<file path="src/design/crb_pkg.sv">
`default_nettype none
package crb_pkg;
   // ---------------------------------------------------------------
   // Command and response codes
   // ---------------------------------------------------------------
   localparam logic [7:0] CRB_CMD_GET_CAP    = 8'h16;
   localparam logic [7:0] CRB_CMD_GET_PARAM  = 8'h17;
   localparam logic [7:0] CRB_RSP_GET_CAP    = 8'h96;
   localparam logic [7:0] CRB_RSP_NONE       = 8'h00;
   // ---------------------------------------------------------------
   // Capability flag bit positions
   // ---------------------------------------------------------------
   localparam int CRB_FLG_HW_ARB   = 0;
   localparam int CRB_FLG_DRV_STS  = 1;
   localparam int CRB_FLG_FC_TX    = 2;
   localparam int CRB_FLG_FC_RX    = 3;
   localparam int CRB_FLG_ALL_MC   = 4;
   localparam int CRB_FLG_ARB_LO   = 5;
   localparam logic [1:0] CRB_ARB_RSVD = 2'h3;
   localparam logic [1:0] CRB_ARB_UNKNOWN = 2'h0;
   // ---------------------------------------------------------------
   // Limits
   // ---------------------------------------------------------------
   localparam logic [7:0] CRB_MAX_VLAN   = 8'h0f;
   localparam logic [8:0] CRB_MAX_ADDR   = 9'h008;
   // ---------------------------------------------------------------
   // Register offsets
   // ---------------------------------------------------------------
   localparam logic [3:0] CRB_A_CFG      = 4'h0;
   localparam logic [3:0] CRB_A_BCAST    = 4'h1;
   localparam logic [3:0] CRB_A_MCAST    = 4'h2;
   localparam logic [3:0] CRB_A_BUF      = 4'h3;
   localparam logic [3:0] CRB_A_AEN      = 4'h4;
   localparam logic [3:0] CRB_A_COUNTS   = 4'h5;
   localparam logic [3:0] CRB_A_CHAN     = 4'h6;
   localparam logic [3:0] CRB_A_STATUS   = 4'h7;
   localparam logic [31:0] CRB_RST_ZERO  = 32'h0000_0000;
   localparam logic [31:0] CRB_RST_COUNTS = 32'h0000_0001;
   localparam logic [7:0]  CRB_RST_CHAN  = 8'h01;

   typedef struct packed {
      logic        valid;
      logic [7:0]  cmd;
   } crb_req_t;

   typedef struct packed {
      logic [31:0] flags;
      logic [31:0] bcast;
      logic [31:0] mcast;
      logic [31:0] buffering;
      logic [31:0] aen;
      logic [31:0] counts;
      logic [31:0] vlan_chan;
   } crb_report_t;
endpackage
`default_nettype wire

</file>
<file path="src/design/crb_builder.sv">
// Behaviour
// - Flag bit 0 set when package supports hardware arbitration
// - Flag bit 1 set only when driver status reporting is supported
// - Flag bit 2 shows controller-to-manager flow control support
// - Flag bit 3 shows manager-to-controller flow control support
// - Flag bit 4 shows all-multicast and global multicast command support
// - Flag bits 6:5 give arbitration state; 11b reserved, never sent
// - Broadcast capability word mirrors supported broadcast filter bits
// - Multicast capability word mirrors supported multicast filter bits
// - Buffering word gives inbound buffer bytes; zero means unspecified
// - Event support word uses the event enable bit layout
// - VLAN filter count reported, clamped to at most 15
// - Mixed, multicast and unicast filter counts each reported
// - At least one unicast or mixed filter always reported
// - Unicast plus multicast plus mixed counts never exceed 8
// - VLAN mode bit 0 always reads 1
// - VLAN mode bit 1 shows tagged plus untagged filtering
// - VLAN mode bit 2 shows any-tag plus untagged filtering
// - Channel count field reports supported channels
// - Command 0x17 decoded as the parameter settings request
// - Command 0x16 decoded as the capability query
// - Every capability request without error answered with type 0x96
// - Count word bytes: VLAN, mixed, multicast, unicast from MSB
`default_nettype none
module crb_builder
   import crb_pkg::*;
(
   input  wire logic         mclk,
   input  wire logic         rst,
   input  wire logic [3:0]   reg_addr,
   input  wire logic [31:0]  reg_wdata,
   input  wire logic         reg_wr,
   input  wire logic         reg_rd,
   output logic [31:0]       reg_rdata,
   input  wire crb_req_t     req,
   input  wire logic         req_err,
   output logic              rsp_valid,
   output logic [7:0]        rsp_type,
   output logic              param_req,
   output crb_report_t       report
);
   // ---------------------------------------------------------------
   // Configuration registers
   // ---------------------------------------------------------------
   logic [31:0] cfg_reg;
   logic [31:0] bcast_reg;
   logic [31:0] mcast_reg;
   logic [31:0] buf_reg;
   logic [31:0] aen_reg;
   logic [31:0] counts_reg;
   logic [7:0]  chan_reg;
   logic [15:0] cap_cnt_reg;
   logic [15:0] par_cnt_reg;
   logic        rsp_valid_reg;
   logic [7:0]  rsp_type_reg;
   logic        param_req_reg;
   logic [31:0] rdata_reg;
   crb_report_t report_reg;

   wire wr_cfg    = reg_wr && (reg_addr == CRB_A_CFG);
   wire wr_bcast  = reg_wr && (reg_addr == CRB_A_BCAST);
   wire wr_mcast  = reg_wr && (reg_addr == CRB_A_MCAST);
   wire wr_buf    = reg_wr && (reg_addr == CRB_A_BUF);
   wire wr_aen    = reg_wr && (reg_addr == CRB_A_AEN);
   wire wr_counts = reg_wr && (reg_addr == CRB_A_COUNTS);
   wire wr_chan   = reg_wr && (reg_addr == CRB_A_CHAN);

   // ---------------------------------------------------------------
   // Count sanitising
   // ---------------------------------------------------------------
   // Software may write anything; the report is forced legal here
   function automatic logic [31:0] legal_counts(input logic [31:0] c);
      logic [7:0] vl;
      logic [7:0] mx;
      logic [7:0] mc;
      logic [7:0] uc;
      logic [8:0] sum;
      vl = (c[31:24] > CRB_MAX_VLAN) ? CRB_MAX_VLAN : c[31:24];
      mx = c[23:16];
      mc = c[15:8];
      uc = c[7:0];
      if (mx > CRB_MAX_ADDR[7:0]) mx = CRB_MAX_ADDR[7:0];
      if (uc > CRB_MAX_ADDR[7:0]) uc = CRB_MAX_ADDR[7:0];
      if (mc > CRB_MAX_ADDR[7:0]) mc = CRB_MAX_ADDR[7:0];
      if (uc == 8'h00 && mx == 8'h00) uc = 8'h01;
      // Trim multicast first, then mixed, so unicast survives
      sum = {1'b0, uc} + {1'b0, mx} + {1'b0, mc};
      if (sum > CRB_MAX_ADDR) begin
         if ({1'b0, uc} + {1'b0, mx} >= CRB_MAX_ADDR) begin
            mc = 8'h00;
            mx = CRB_MAX_ADDR[7:0] - uc;
         end else begin
            mc = CRB_MAX_ADDR[7:0] - uc - mx;
         end
      end
      return {vl, mx, mc, uc};
   endfunction

   function automatic logic [31:0] legal_flags(input logic [31:0] f);
      logic [31:0] o;
      o = CRB_RST_ZERO;
      o[CRB_FLG_HW_ARB]  = f[CRB_FLG_HW_ARB];
      o[CRB_FLG_DRV_STS] = f[CRB_FLG_DRV_STS];
      o[CRB_FLG_FC_TX]   = f[CRB_FLG_FC_TX];
      o[CRB_FLG_FC_RX]   = f[CRB_FLG_FC_RX];
      o[CRB_FLG_ALL_MC]  = f[CRB_FLG_ALL_MC];
      // Reserved state would confuse the manager; send unknown
      o[CRB_FLG_ARB_LO +: 2] = (f[CRB_FLG_ARB_LO +: 2] == CRB_ARB_RSVD)
                             ? CRB_ARB_UNKNOWN
                             : f[CRB_FLG_ARB_LO +: 2];
      return o;
   endfunction

   wire [31:0] flags_w  = legal_flags(cfg_reg);
   wire [31:0] counts_w = legal_counts(counts_reg);
   // VLAN mode in byte 1, channel count in byte 0; bit 0 pinned high
   wire [7:0]  vmode_w  = {5'h00, cfg_reg[10:9], 1'b1};
   wire [31:0] vlch_w   = {16'h0000, vmode_w, chan_reg};

   wire is_cap   = req.valid && (req.cmd == CRB_CMD_GET_CAP);
   wire is_param = req.valid && (req.cmd == CRB_CMD_GET_PARAM);
   wire cap_ok   = is_cap && !req_err;

   always_ff @(posedge mclk) begin
      if (rst) begin
         cfg_reg    <= CRB_RST_ZERO;
         bcast_reg  <= CRB_RST_ZERO;
         mcast_reg  <= CRB_RST_ZERO;
         buf_reg    <= CRB_RST_ZERO;
         aen_reg    <= CRB_RST_ZERO;
         counts_reg <= CRB_RST_COUNTS;
         chan_reg   <= CRB_RST_CHAN;
      end else begin
         if (wr_cfg)    cfg_reg    <= reg_wdata;  // Bits 10:9 VLAN modes
         if (wr_bcast)  bcast_reg  <= reg_wdata;
         if (wr_mcast)  mcast_reg  <= reg_wdata;
         if (wr_buf)    buf_reg    <= reg_wdata;
         if (wr_aen)    aen_reg    <= reg_wdata;
         if (wr_counts) counts_reg <= reg_wdata;
         if (wr_chan)   chan_reg   <= reg_wdata[7:0];
      end
   end

   // ---------------------------------------------------------------
   // Response build
   // ---------------------------------------------------------------
   always_ff @(posedge mclk) begin
      if (rst) begin
         rsp_valid_reg <= 1'b0;
         rsp_type_reg  <= CRB_RSP_NONE;
         param_req_reg <= 1'b0;
         report_reg    <= '0;
      end else begin
         rsp_valid_reg <= cap_ok;
         rsp_type_reg  <= cap_ok ? CRB_RSP_GET_CAP : CRB_RSP_NONE;
         param_req_reg <= is_param && !req_err;
         if (cap_ok) begin
            report_reg.flags     <= flags_w;
            report_reg.bcast     <= bcast_reg;
            report_reg.mcast     <= mcast_reg;
            report_reg.buffering <= buf_reg;
            report_reg.aen       <= aen_reg;
            report_reg.counts    <= counts_w;
            report_reg.vlan_chan <= vlch_w;
         end
      end
   end

   always_ff @(posedge mclk) begin
      if (rst) begin
         cap_cnt_reg <= 16'h0000;
         par_cnt_reg <= 16'h0000;
      end else begin
         if (cap_ok) cap_cnt_reg <= cap_cnt_reg + 16'h0001;
         if (is_param && !req_err) par_cnt_reg <= par_cnt_reg + 16'h0001;
      end
   end

   // ---------------------------------------------------------------
   // Register read
   // ---------------------------------------------------------------
   logic [31:0] rd_mux;
   always_comb begin
      if (reg_addr == CRB_A_CFG)         rd_mux = cfg_reg;
      else if (reg_addr == CRB_A_BCAST)  rd_mux = bcast_reg;
      else if (reg_addr == CRB_A_MCAST)  rd_mux = mcast_reg;
      else if (reg_addr == CRB_A_BUF)    rd_mux = buf_reg;
      else if (reg_addr == CRB_A_AEN)    rd_mux = aen_reg;
      else if (reg_addr == CRB_A_COUNTS) rd_mux = counts_w;
      else if (reg_addr == CRB_A_CHAN)   rd_mux = {24'h000000, chan_reg};
      else if (reg_addr == CRB_A_STATUS) rd_mux = {par_cnt_reg, cap_cnt_reg};
      else                               rd_mux = CRB_RST_ZERO;
   end

   always_ff @(posedge mclk) begin
      if (rst) rdata_reg <= CRB_RST_ZERO;
      else if (reg_rd) rdata_reg <= rd_mux;
      else rdata_reg <= CRB_RST_ZERO;
   end

   assign reg_rdata = rdata_reg;
   assign rsp_valid = rsp_valid_reg;
   assign rsp_type  = rsp_type_reg;
   assign param_req = param_req_reg;
   assign report    = report_reg;

   // Counts that are already legal must pass through untouched
   wire [9:0] raw_sum_w = {2'b00, counts_reg[23:16]}
                        + {2'b00, counts_reg[15:8]}
                        + {2'b00, counts_reg[7:0]};
   wire       raw_uc_ok = (counts_reg[7:0] | counts_reg[23:16]) != 8'h00;
   wire       raw_vl_ok = counts_reg[31:24] <= CRB_MAX_VLAN;
   wire       raw_legal = raw_vl_ok && raw_uc_ok
                        && (raw_sum_w <= {1'b0, CRB_MAX_ADDR});
   // Ten bits so that a broken clamp cannot wrap below the limit
   wire [9:0] rep_sum_w = {2'b00, report.counts[23:16]}
                        + {2'b00, report.counts[15:8]}
                        + {2'b00, report.counts[7:0]};
   wire       param_ok  = is_param && !req_err;
endmodule
`default_nettype wire

</file>
<file path="config.mk">
export PLATFORM = sky130hd
export DESIGN_NAME = crb_builder
export DESIGN_NICKNAME = d
export VERILOG_FILES = /design/src/design/crb_pkg.sv /design/src/design/crb_builder.sv
export SDC_FILE = /design/constraint.sdc
export NUM_CORES = 1
export LEC_CHECK = 0
export BUFFER_PORTS_ARGS = -buffer_cell sky130_fd_sc_hd__buf_2
export CAP_MARGIN = 20
export CELL_PAD_IN_SITES_DETAIL_PLACEMENT = 1
export CELL_PAD_IN_SITES_GLOBAL_PLACEMENT = 1
export CORE_MARGIN = 5
export CORE_UTILIZATION = 30
export DETAILED_ROUTE_END_ITERATION = 8
export PLACE_DENSITY_LB_ADDON = 0.1
export REMOVE_ABC_BUFFERS = 1
export SYNTH_ARGS = -nofsm -noshare
export SYNTH_HDL_FRONTEND = slang
export SYNTH_SLANG_ARGS = --single-unit
export TNS_END_PERCENT = 10
</file>
<file path="constraint.sdc">
create_clock -name mclk -period 5.8 [get_ports mclk]
set_input_delay 1.45 -clock mclk [delete_from_list [all_inputs] [get_ports mclk]]
set_output_delay 1.45 -clock mclk [all_outputs]
set_load 0.05 [all_outputs]
</file>
==> impl_metrics.py, run 1 <==
metrics = {
    "die": {
        "core.rowCount": 91,
        "initial_core_util_pct": 30.4,
        "die-area_sq_mm": 0.0678,
        "core_sq_mm": 0.0619,
        "die_w_um": 260,
        "ioPinCount": 316,
        "dieHeight_um": 260,
    },
    "job": {
        "drv_cap": 0,
    },
    "timing": {
        "worst_pin_slew_ps": 1090,
        "whs_ps": 450,
        "finalHoldViolations": 0,
        "fin_ws_ps": 434,
        "setup_viol": 0,
        "fmax_mhz": 186,
        "rsz0062_at_grt": "no",
        "maxSlewHeadroom_pct": 27.4,
        "maxSlewViolCount": 0,
        "timing.final.crit_share_pct": 92.5,
        "fin_crit_ps": 5370,
        "skew_ps": 25.8,
    },
    "grt": {
        "grt_max_degree": 182,
        "track_usage_pct": 22.6,
        "antenna_found_initial": 5,
        "grt_pass1_wl_mm": 118,
        "grt_pass1_vias": 18400,
        "overflow": 0,
    },
    "power": {
        "p_leak_nw": 8.86,
        "power_density_mw_per_mm2": 310,
        "ir_drop_mv": 0.189,
    },
    "detailed_routing": {
        "drc": 0,
        "routedWlPerCell_um": 22.5,
        "vias": 17800,
        "wl_mm": 79.4,
        "drtIter0Drc": 1135,
        "first_pass_iters": 6,
        "drtAntennaViolNets": 0,
        "vias_per_cell": 5.04,
    },
    "synthesis": {
        "synth_edf_count": 0,
        "netlist_top_cells_area": "dfxtp_1 47%, nand2_1 15%, a21oi_1 11%",
        "syn-instance-count": 2419,
        "yosysTopAreaCellShare_pct": 47.2,
        "yosys.area.top_type": "dfxtp_1",
        "yosysUniqueCellTypes": 77,
        "syn-cell-area_sq_mm": 0.0188,
        "synth_area_per_cell_sq_um": 7.78,
        "synthTopCellsByCount": "772 x nand2_1, 444 x dfxtp_1, 417 x a21oi_1, 160 x clkbuf_1, 113 x nor2_1",
        "yosysSeqAreaShare_pct": 47.2,
        "async_flop_share_pct": 0,
        "synth-seq-cells": 444,
        "synth_ff_type": "dfxtp_1",
        "synth.most_common_cell": "nand2_1",
        "yosys_warnings": 0,
    },
    "final_layout": {
        "fin_nets": 2723,
        "largest_reg_flops": 178,
        "fillers": 7547,
        "drive_gt1_share_pct": 16.7,
        "final_area_sq_mm": 0.0227,
        "area_delta_synth_final_pct": 20.5,
        "finish.utilization_pct": 36.6,
    },
    "placement": {
        "pre_cts_slack_ps": 27.6,
        "gp_congestion": 0.879,
        "hpwl_mm": 54.9,
        "port_buffers": 265,
        "placed_cell_area_sq_mm": 0.0209,
    },
    "critical_path": {
        "crit_fanout": 8,
        "slowest_stage": "or4_1",
        "cp.arrival_ps": 5860,
        "path_cells": "or4_1, nor2_1, o21ai_0, inv_1, ha_1, inv_1, fa_1, and2b_4, o21a_1, nor2_1, xnor2_2, ha_2, nand3_1, o2111ai_2, nor3_1, mux2_2, o211a_2, a2111oi_4, o311ai_1, a211oi_1",
        "endpoint_kind": "register",
        "slowest_delay_ps": 530,
        "cp.required_ps": 6300,
        "timing_worst_setup_path_type": "register to register",
        "startpoint_type": "register",
    },
    "clock_tree": {
        "cts_tree": "built",
        "cts_buffers": 53,
        "clk_pin_slew_ps": 60,
        "htree_levels": 2,
        "cts_buffer_depth": 3,
        "clock_sinks": 444,
        "cts_root_buf": "clkbuf_16",
        "cts_hold_buffers": 0,
        "worstSkewPairLatency_ps": 600,
    },
    "status": {
        "status": "completed",
    },
    "worst_hold_path": {
        "hp-class": "register to register",
    },
}
layout by cell type, fill, tap and decap left out, drive strengths merged, types with 22 or more instances in the layout:
cell type	count
inv	30
ha	26
dfxtp	444
and3	33
a211oi	26
nor2	113
clkbuf	82
mux2i	22
nand2	772
conb	66
buf	326
xor2	25
o21ai	55
nand3	34
a21oi	420
cell type report:
type / instances / area, sq um / area share, %
Clock inverter: 13 / 133 / 0.585
Timing Repair Buffer: 326 / 1820 / 8.02
Sequential cell: 444 / 8890 / 39.2
Clock buffer: 82 / 1620 / 7.13
Antenna cell: 2 / 5.00 / 0.0221
Tap cell: 837 / 1050 / 4.62
Inverter: 31 / 119 / 0.524
Multi-Input combinational cell: 1788 / 9050 / 39.9
what timing repair did:
item	CTS	global route
resized for setup	0	4
pin swaps	1	1
setup buffers	2	3
gates cloned	0	0
setup endpoints to repair	1	26
per-stage QoR:
| step | total power, mW | cells | setup TNS [ps] |
|---|---|---|---|
| floorplan | 3.46 | 2263 | -1697420 |
| global placement | 3.70 | 3421 | 0 |
| detailed placement | 3.71 | 3421 | 0 |
| CTS | 7.09 | 3518 | 0 |
| global route | 7.28 | 3522 | 0 |
| finish | 7.04 | 3523 | 0 |
worst max-delay path: cells and delay by family, from the launching register on:
kind / cells / cell delay, ps
AO/OA/AOI/OAI: 7 / 1870
XOR/XNOR: 1 / 250
adder cells (fa/ha/maj): 3 / 880
buffers and inverters: 2 / 250
flip-flops: 1 / 310
multiplexers: 1 / 300
AND/OR/NAND/NOR: 6 / 1400
cells by family (layout without fill, tap and decap cells):
| logic type | count (synthesis) | count (layout) | synth area share (%) |
|---|---|---|---|
| xor gates and xnor gates | 41 | 41 | 1.91 |
| DFF | 444 | 444 | 47.2 |
| muxes | 35 | 35 | 2.37 |
| buffers and inverters | 251 | 452 | 6.15 |
| and+or+nand+nor | 1029 | 1029 | 22.4 |
| AOI/OAI and AO/OA | 588 | 588 | 17.8 |
| adders and majority gates | 29 | 29 | 2.05 |
| other | 2 | 68 | 0.0399 |
metal layers:
metal	wire length [um]	share of wire [%]	track usage, %
met4	1790	2.3	5.25
met1	35700	45	30.2
met2	38400	48	38.7
met3	3460	4.4	3.41
met5	21	0.026	0
power breakdown:
group	internal, mW	switching (mW)	total [mW]
clock network	1.99	1.36	3.36
registers	3.07	0.0171	3.09
logic	0.145	0.447	0.591
final timing paths:
path                      start       endpoint  slack, ps  cells past startpoint
setup / recovery  counts_reg[4]  reg_rdata[10]        430                     20
hold / removal       report[10]     report[10]        450                      2
setup reg to reg  counts_reg[4]  reg_rdata[10]        430                     20
hold reg to reg      report[10]     report[10]        450                      2
Power figures use the tool's default switching activity.
==> inputs of run 2 (changes only) <==
==> constraint.sdc (replaced) <==
create_clock -name mclk -period 5.8 [get_ports mclk]
set_input_delay 0.29 -clock mclk [delete_from_list [all_inputs] [get_ports mclk]]
set_output_delay 0.29 -clock mclk [all_outputs]
set_load 0.05 [all_outputs]
==> run 2 against run 1 <==
  * Via count up 1.2%
  * Non-clock buffer count up 4
  * Hold slack lost 410 ps
  * First-iteration DRC count shrank 3.4%
  * Flip-flop and latch count unchanged
  * Die area is the same
  * Total power is 1.3% lower
  * Critical path depth grew 4
  * Clock skew decreased by 3.6 ps
  * Global-route usage grew 0.13 points
  * Highest routed layer is now met4
==> impl_metrics.py, run 2 (synthesized netlist as in run 1, its figures left out) <==
metrics = {
    "critical_path": {
        "timing_worst_setup_path_type": "register to register",
        "reg2reg_to": "report[49]",
        "startpoint_type": "register",
        "cp.required_ps": 6200,
        "path_cells": "nor3_1, and2_1, inv_1, or4_1, nor3_1, o21ai_1, inv_1, ha_1, inv_1, fa_1, and2b_4, o21a_1, nor2_1, xnor2_2, ha_2, nand3_1, o2111ai_4, nor3_1, mux2_2, o211a_2, a21oi_4, buf_12, mux2i_1, a211oi_1",
        "endpoint_kind": "register",
        "cp-endpoint": "report[49]",
        "crit_fanout": 10,
        "cp.arrival_ps": 5810,
        "slowest_stage": "or4_1",
        "rr_worst_depth": 24,
        "r2r-start": "counts_reg[19]",
        "slowest_delay_ps": 440,
        "startpoint": "counts_reg[19]",
        "r2r_slack_ps": 390,
    },
    "die": {
        "die_w_um": 260,
        "core_sq_mm": 0.0619,
        "ioPinCount": 316,
        "core.rowCount": 91,
        "initial_core_util_pct": 30.4,
        "dieHeight_um": 260,
        "die-area_sq_mm": 0.0678,
    },
    "placement": {
        "port_buffers": 265,
        "pre_cts_slack_ps": -77.0,
        "gp_congestion": 0.891,
        "hpwl_mm": 54.0,
    },
    "final_layout": {
        "fillers": 7573,
        "fin_nets": 2727,
        "area_delta_synth_final_pct": 21.0,
        "final_cell_mix": "771 x nand2_1, 444 x dfxtp_1, 417 x a21oi_1, 264 x buf_2, 108 x nor2_1",
        "drive_gt1_share_pct": 15.9,
        "antenna_cells": 0,
        "largest_reg_flops": 178,
        "layout_commonest_cell": "nand2_1",
    },
    "power": {
        "p_leak_nw": 8.84,
        "fin_total_pwr_mw": 6.94,
        "power_density_mw_per_mm2": 305,
        "ir_drop_mv": 0.189,
    },
    "timing": {
        "maxSlewHeadroom_pct": 21.4,
        "skew_ps": 22.2,
        "fin_ws_ps": 390,
        "fin_crit_ps": 5410,
        "fmax_mhz": 185,
        "finalHoldViolations": 0,
        "maxSlewViolCount": 0,
        "setup_viol": 0,
        "timing.final.crit_share_pct": 93.3,
        "worst_pin_slew_ps": 1180,
        "rsz0062_at_grt": "no",
    },
    "clock_tree": {
        "worstSkewPairLatency_ps": 600,
        "clk_pin_slew_ps": 60,
        "cts_tree": "built",
        "htree_levels": 2,
        "cts_buffer_depth": 3,
        "cts_root_buf": "clkbuf_16",
        "cts_buffers": 53,
        "clock_sinks": 444,
    },
    "detailed_routing": {
        "vias": 18000,
        "routedWlPerCell_um": 22.6,
        "wl_mm": 79.7,
        "drtAntennaViolNets": 0,
        "first_pass_iters": 5,
        "vias_per_cell": 5.11,
        "drtIter0Drc": 1096,
        "drc": 0,
    },
    "grt": {
        "antenna_found_initial": 2,
        "grt_pass1_vias": 18600,
        "track_usage_pct": 22.7,
        "grt_max_degree": 202,
        "grt_pass1_wl_mm": 119,
        "overflow": 0,
    },
    "status": {
        "status": "completed",
    },
    "worst_hold_path": {
        "hp-class": "input pin to register",
    },
    "job": {
        "drv_cap": 0,
    },
}
run 2: changes by cell type in the layout (fill, tap and decap cells not counted), moves of 2 or more:
cell,delta
diode_2,-2
and3_1,-2
dlygate4sd3_1,+24
nor2_1,-2
nor2_2,+2
and3_2,+2
buf_4,-24
clkbuf_1,+3
clkinv_2,-3
clkbuf_8,-3
buf_12,+3
run 2: layout make-up:
class                      instances  area [sq um]  share of cell area, %
inverter                          31           119                  0.522
timing repair buffer             330          1970                   8.64
clock inverter                     9          87.6                  0.385
clock buffer                      82          1590                   6.97
sequential                       444          8890                   39.0
tap                              837          1050                   4.60
multi-input combinational       1788          9070                   39.8
run 2: worst max-delay path: cells and delay by family (launching register included):
kind	cells	cell delay, ps
AO/OA/AOI/OAI	6	1230
XOR/XNOR	1	230
adder cells (fa/ha/maj)	3	900
buffers and inverters	4	460
flip-flops	1	310
multiplexers	2	490
AND/OR/NAND/NOR	8	1560
run 2: timing repair:
action                                  CTS  global route
setup buffers                             2             2
endpoints found under the hold margin   125             0
hold buffers                             24             0
pin swaps                                 2             1
resized for setup                         1             5
endpoints found under the setup margin    7            24
run 2: worst min-delay path by stage:
stage / start / to / slack [ps] / cells after the start
after floorplan: rst / report[41] / 350 / 1
after CTS: reg_wdata[21] / cfg_reg[21] / 0.7 / 3
final: reg_wdata[14] / mcast_reg[14] / 40 / 3
after detailed placement: report[150] / report[150] / 440 / 2
after global placement: cfg_reg[12] / cfg_reg[12] / 440 / 2
after global routing: reg_wdata[21] / aen_reg[21] / 10 / 3
run 2: metrics by stage:
step,cells,util [%],setup TNS (ps),cell area [sq um],hold WS (ps)
final,3521,36.8,0,22800,42.0
after global routing,3521,36.8,0,22800,11.1
after CTS,3518,36.6,0,22700,0.659
after detailed placement,3401,33.5,-156,20700,443
after global placement,3401,33.5,0,20700,439
after floorplan,2263,-,-1485140,18000,355
run 2: per-layer routing:
| layer | vias to the layer above | share of wire [%] | GRT usage [%] |
|---|---|---|---|
| met5 | - | 0 | 0 |
| met4 | 0 | 2.0 | 4.65 |
| met3 | 90 | 4.8 | 2.81 |
| met2 | 454 | 49 | 39.3 |
| met1 | 8992 | 45 | 30.7 |
| li1 | 8444 | - | - |
run 2: power breakdown:
part / total (mW) / internal, mW / switching (mW)
sequential: 3.09 / 3.07 / 0.0164
clock: 3.24 / 1.91 / 1.33
combinational: 0.613 / 0.157 / 0.456
total: 6.94 / 5.14 / 1.80
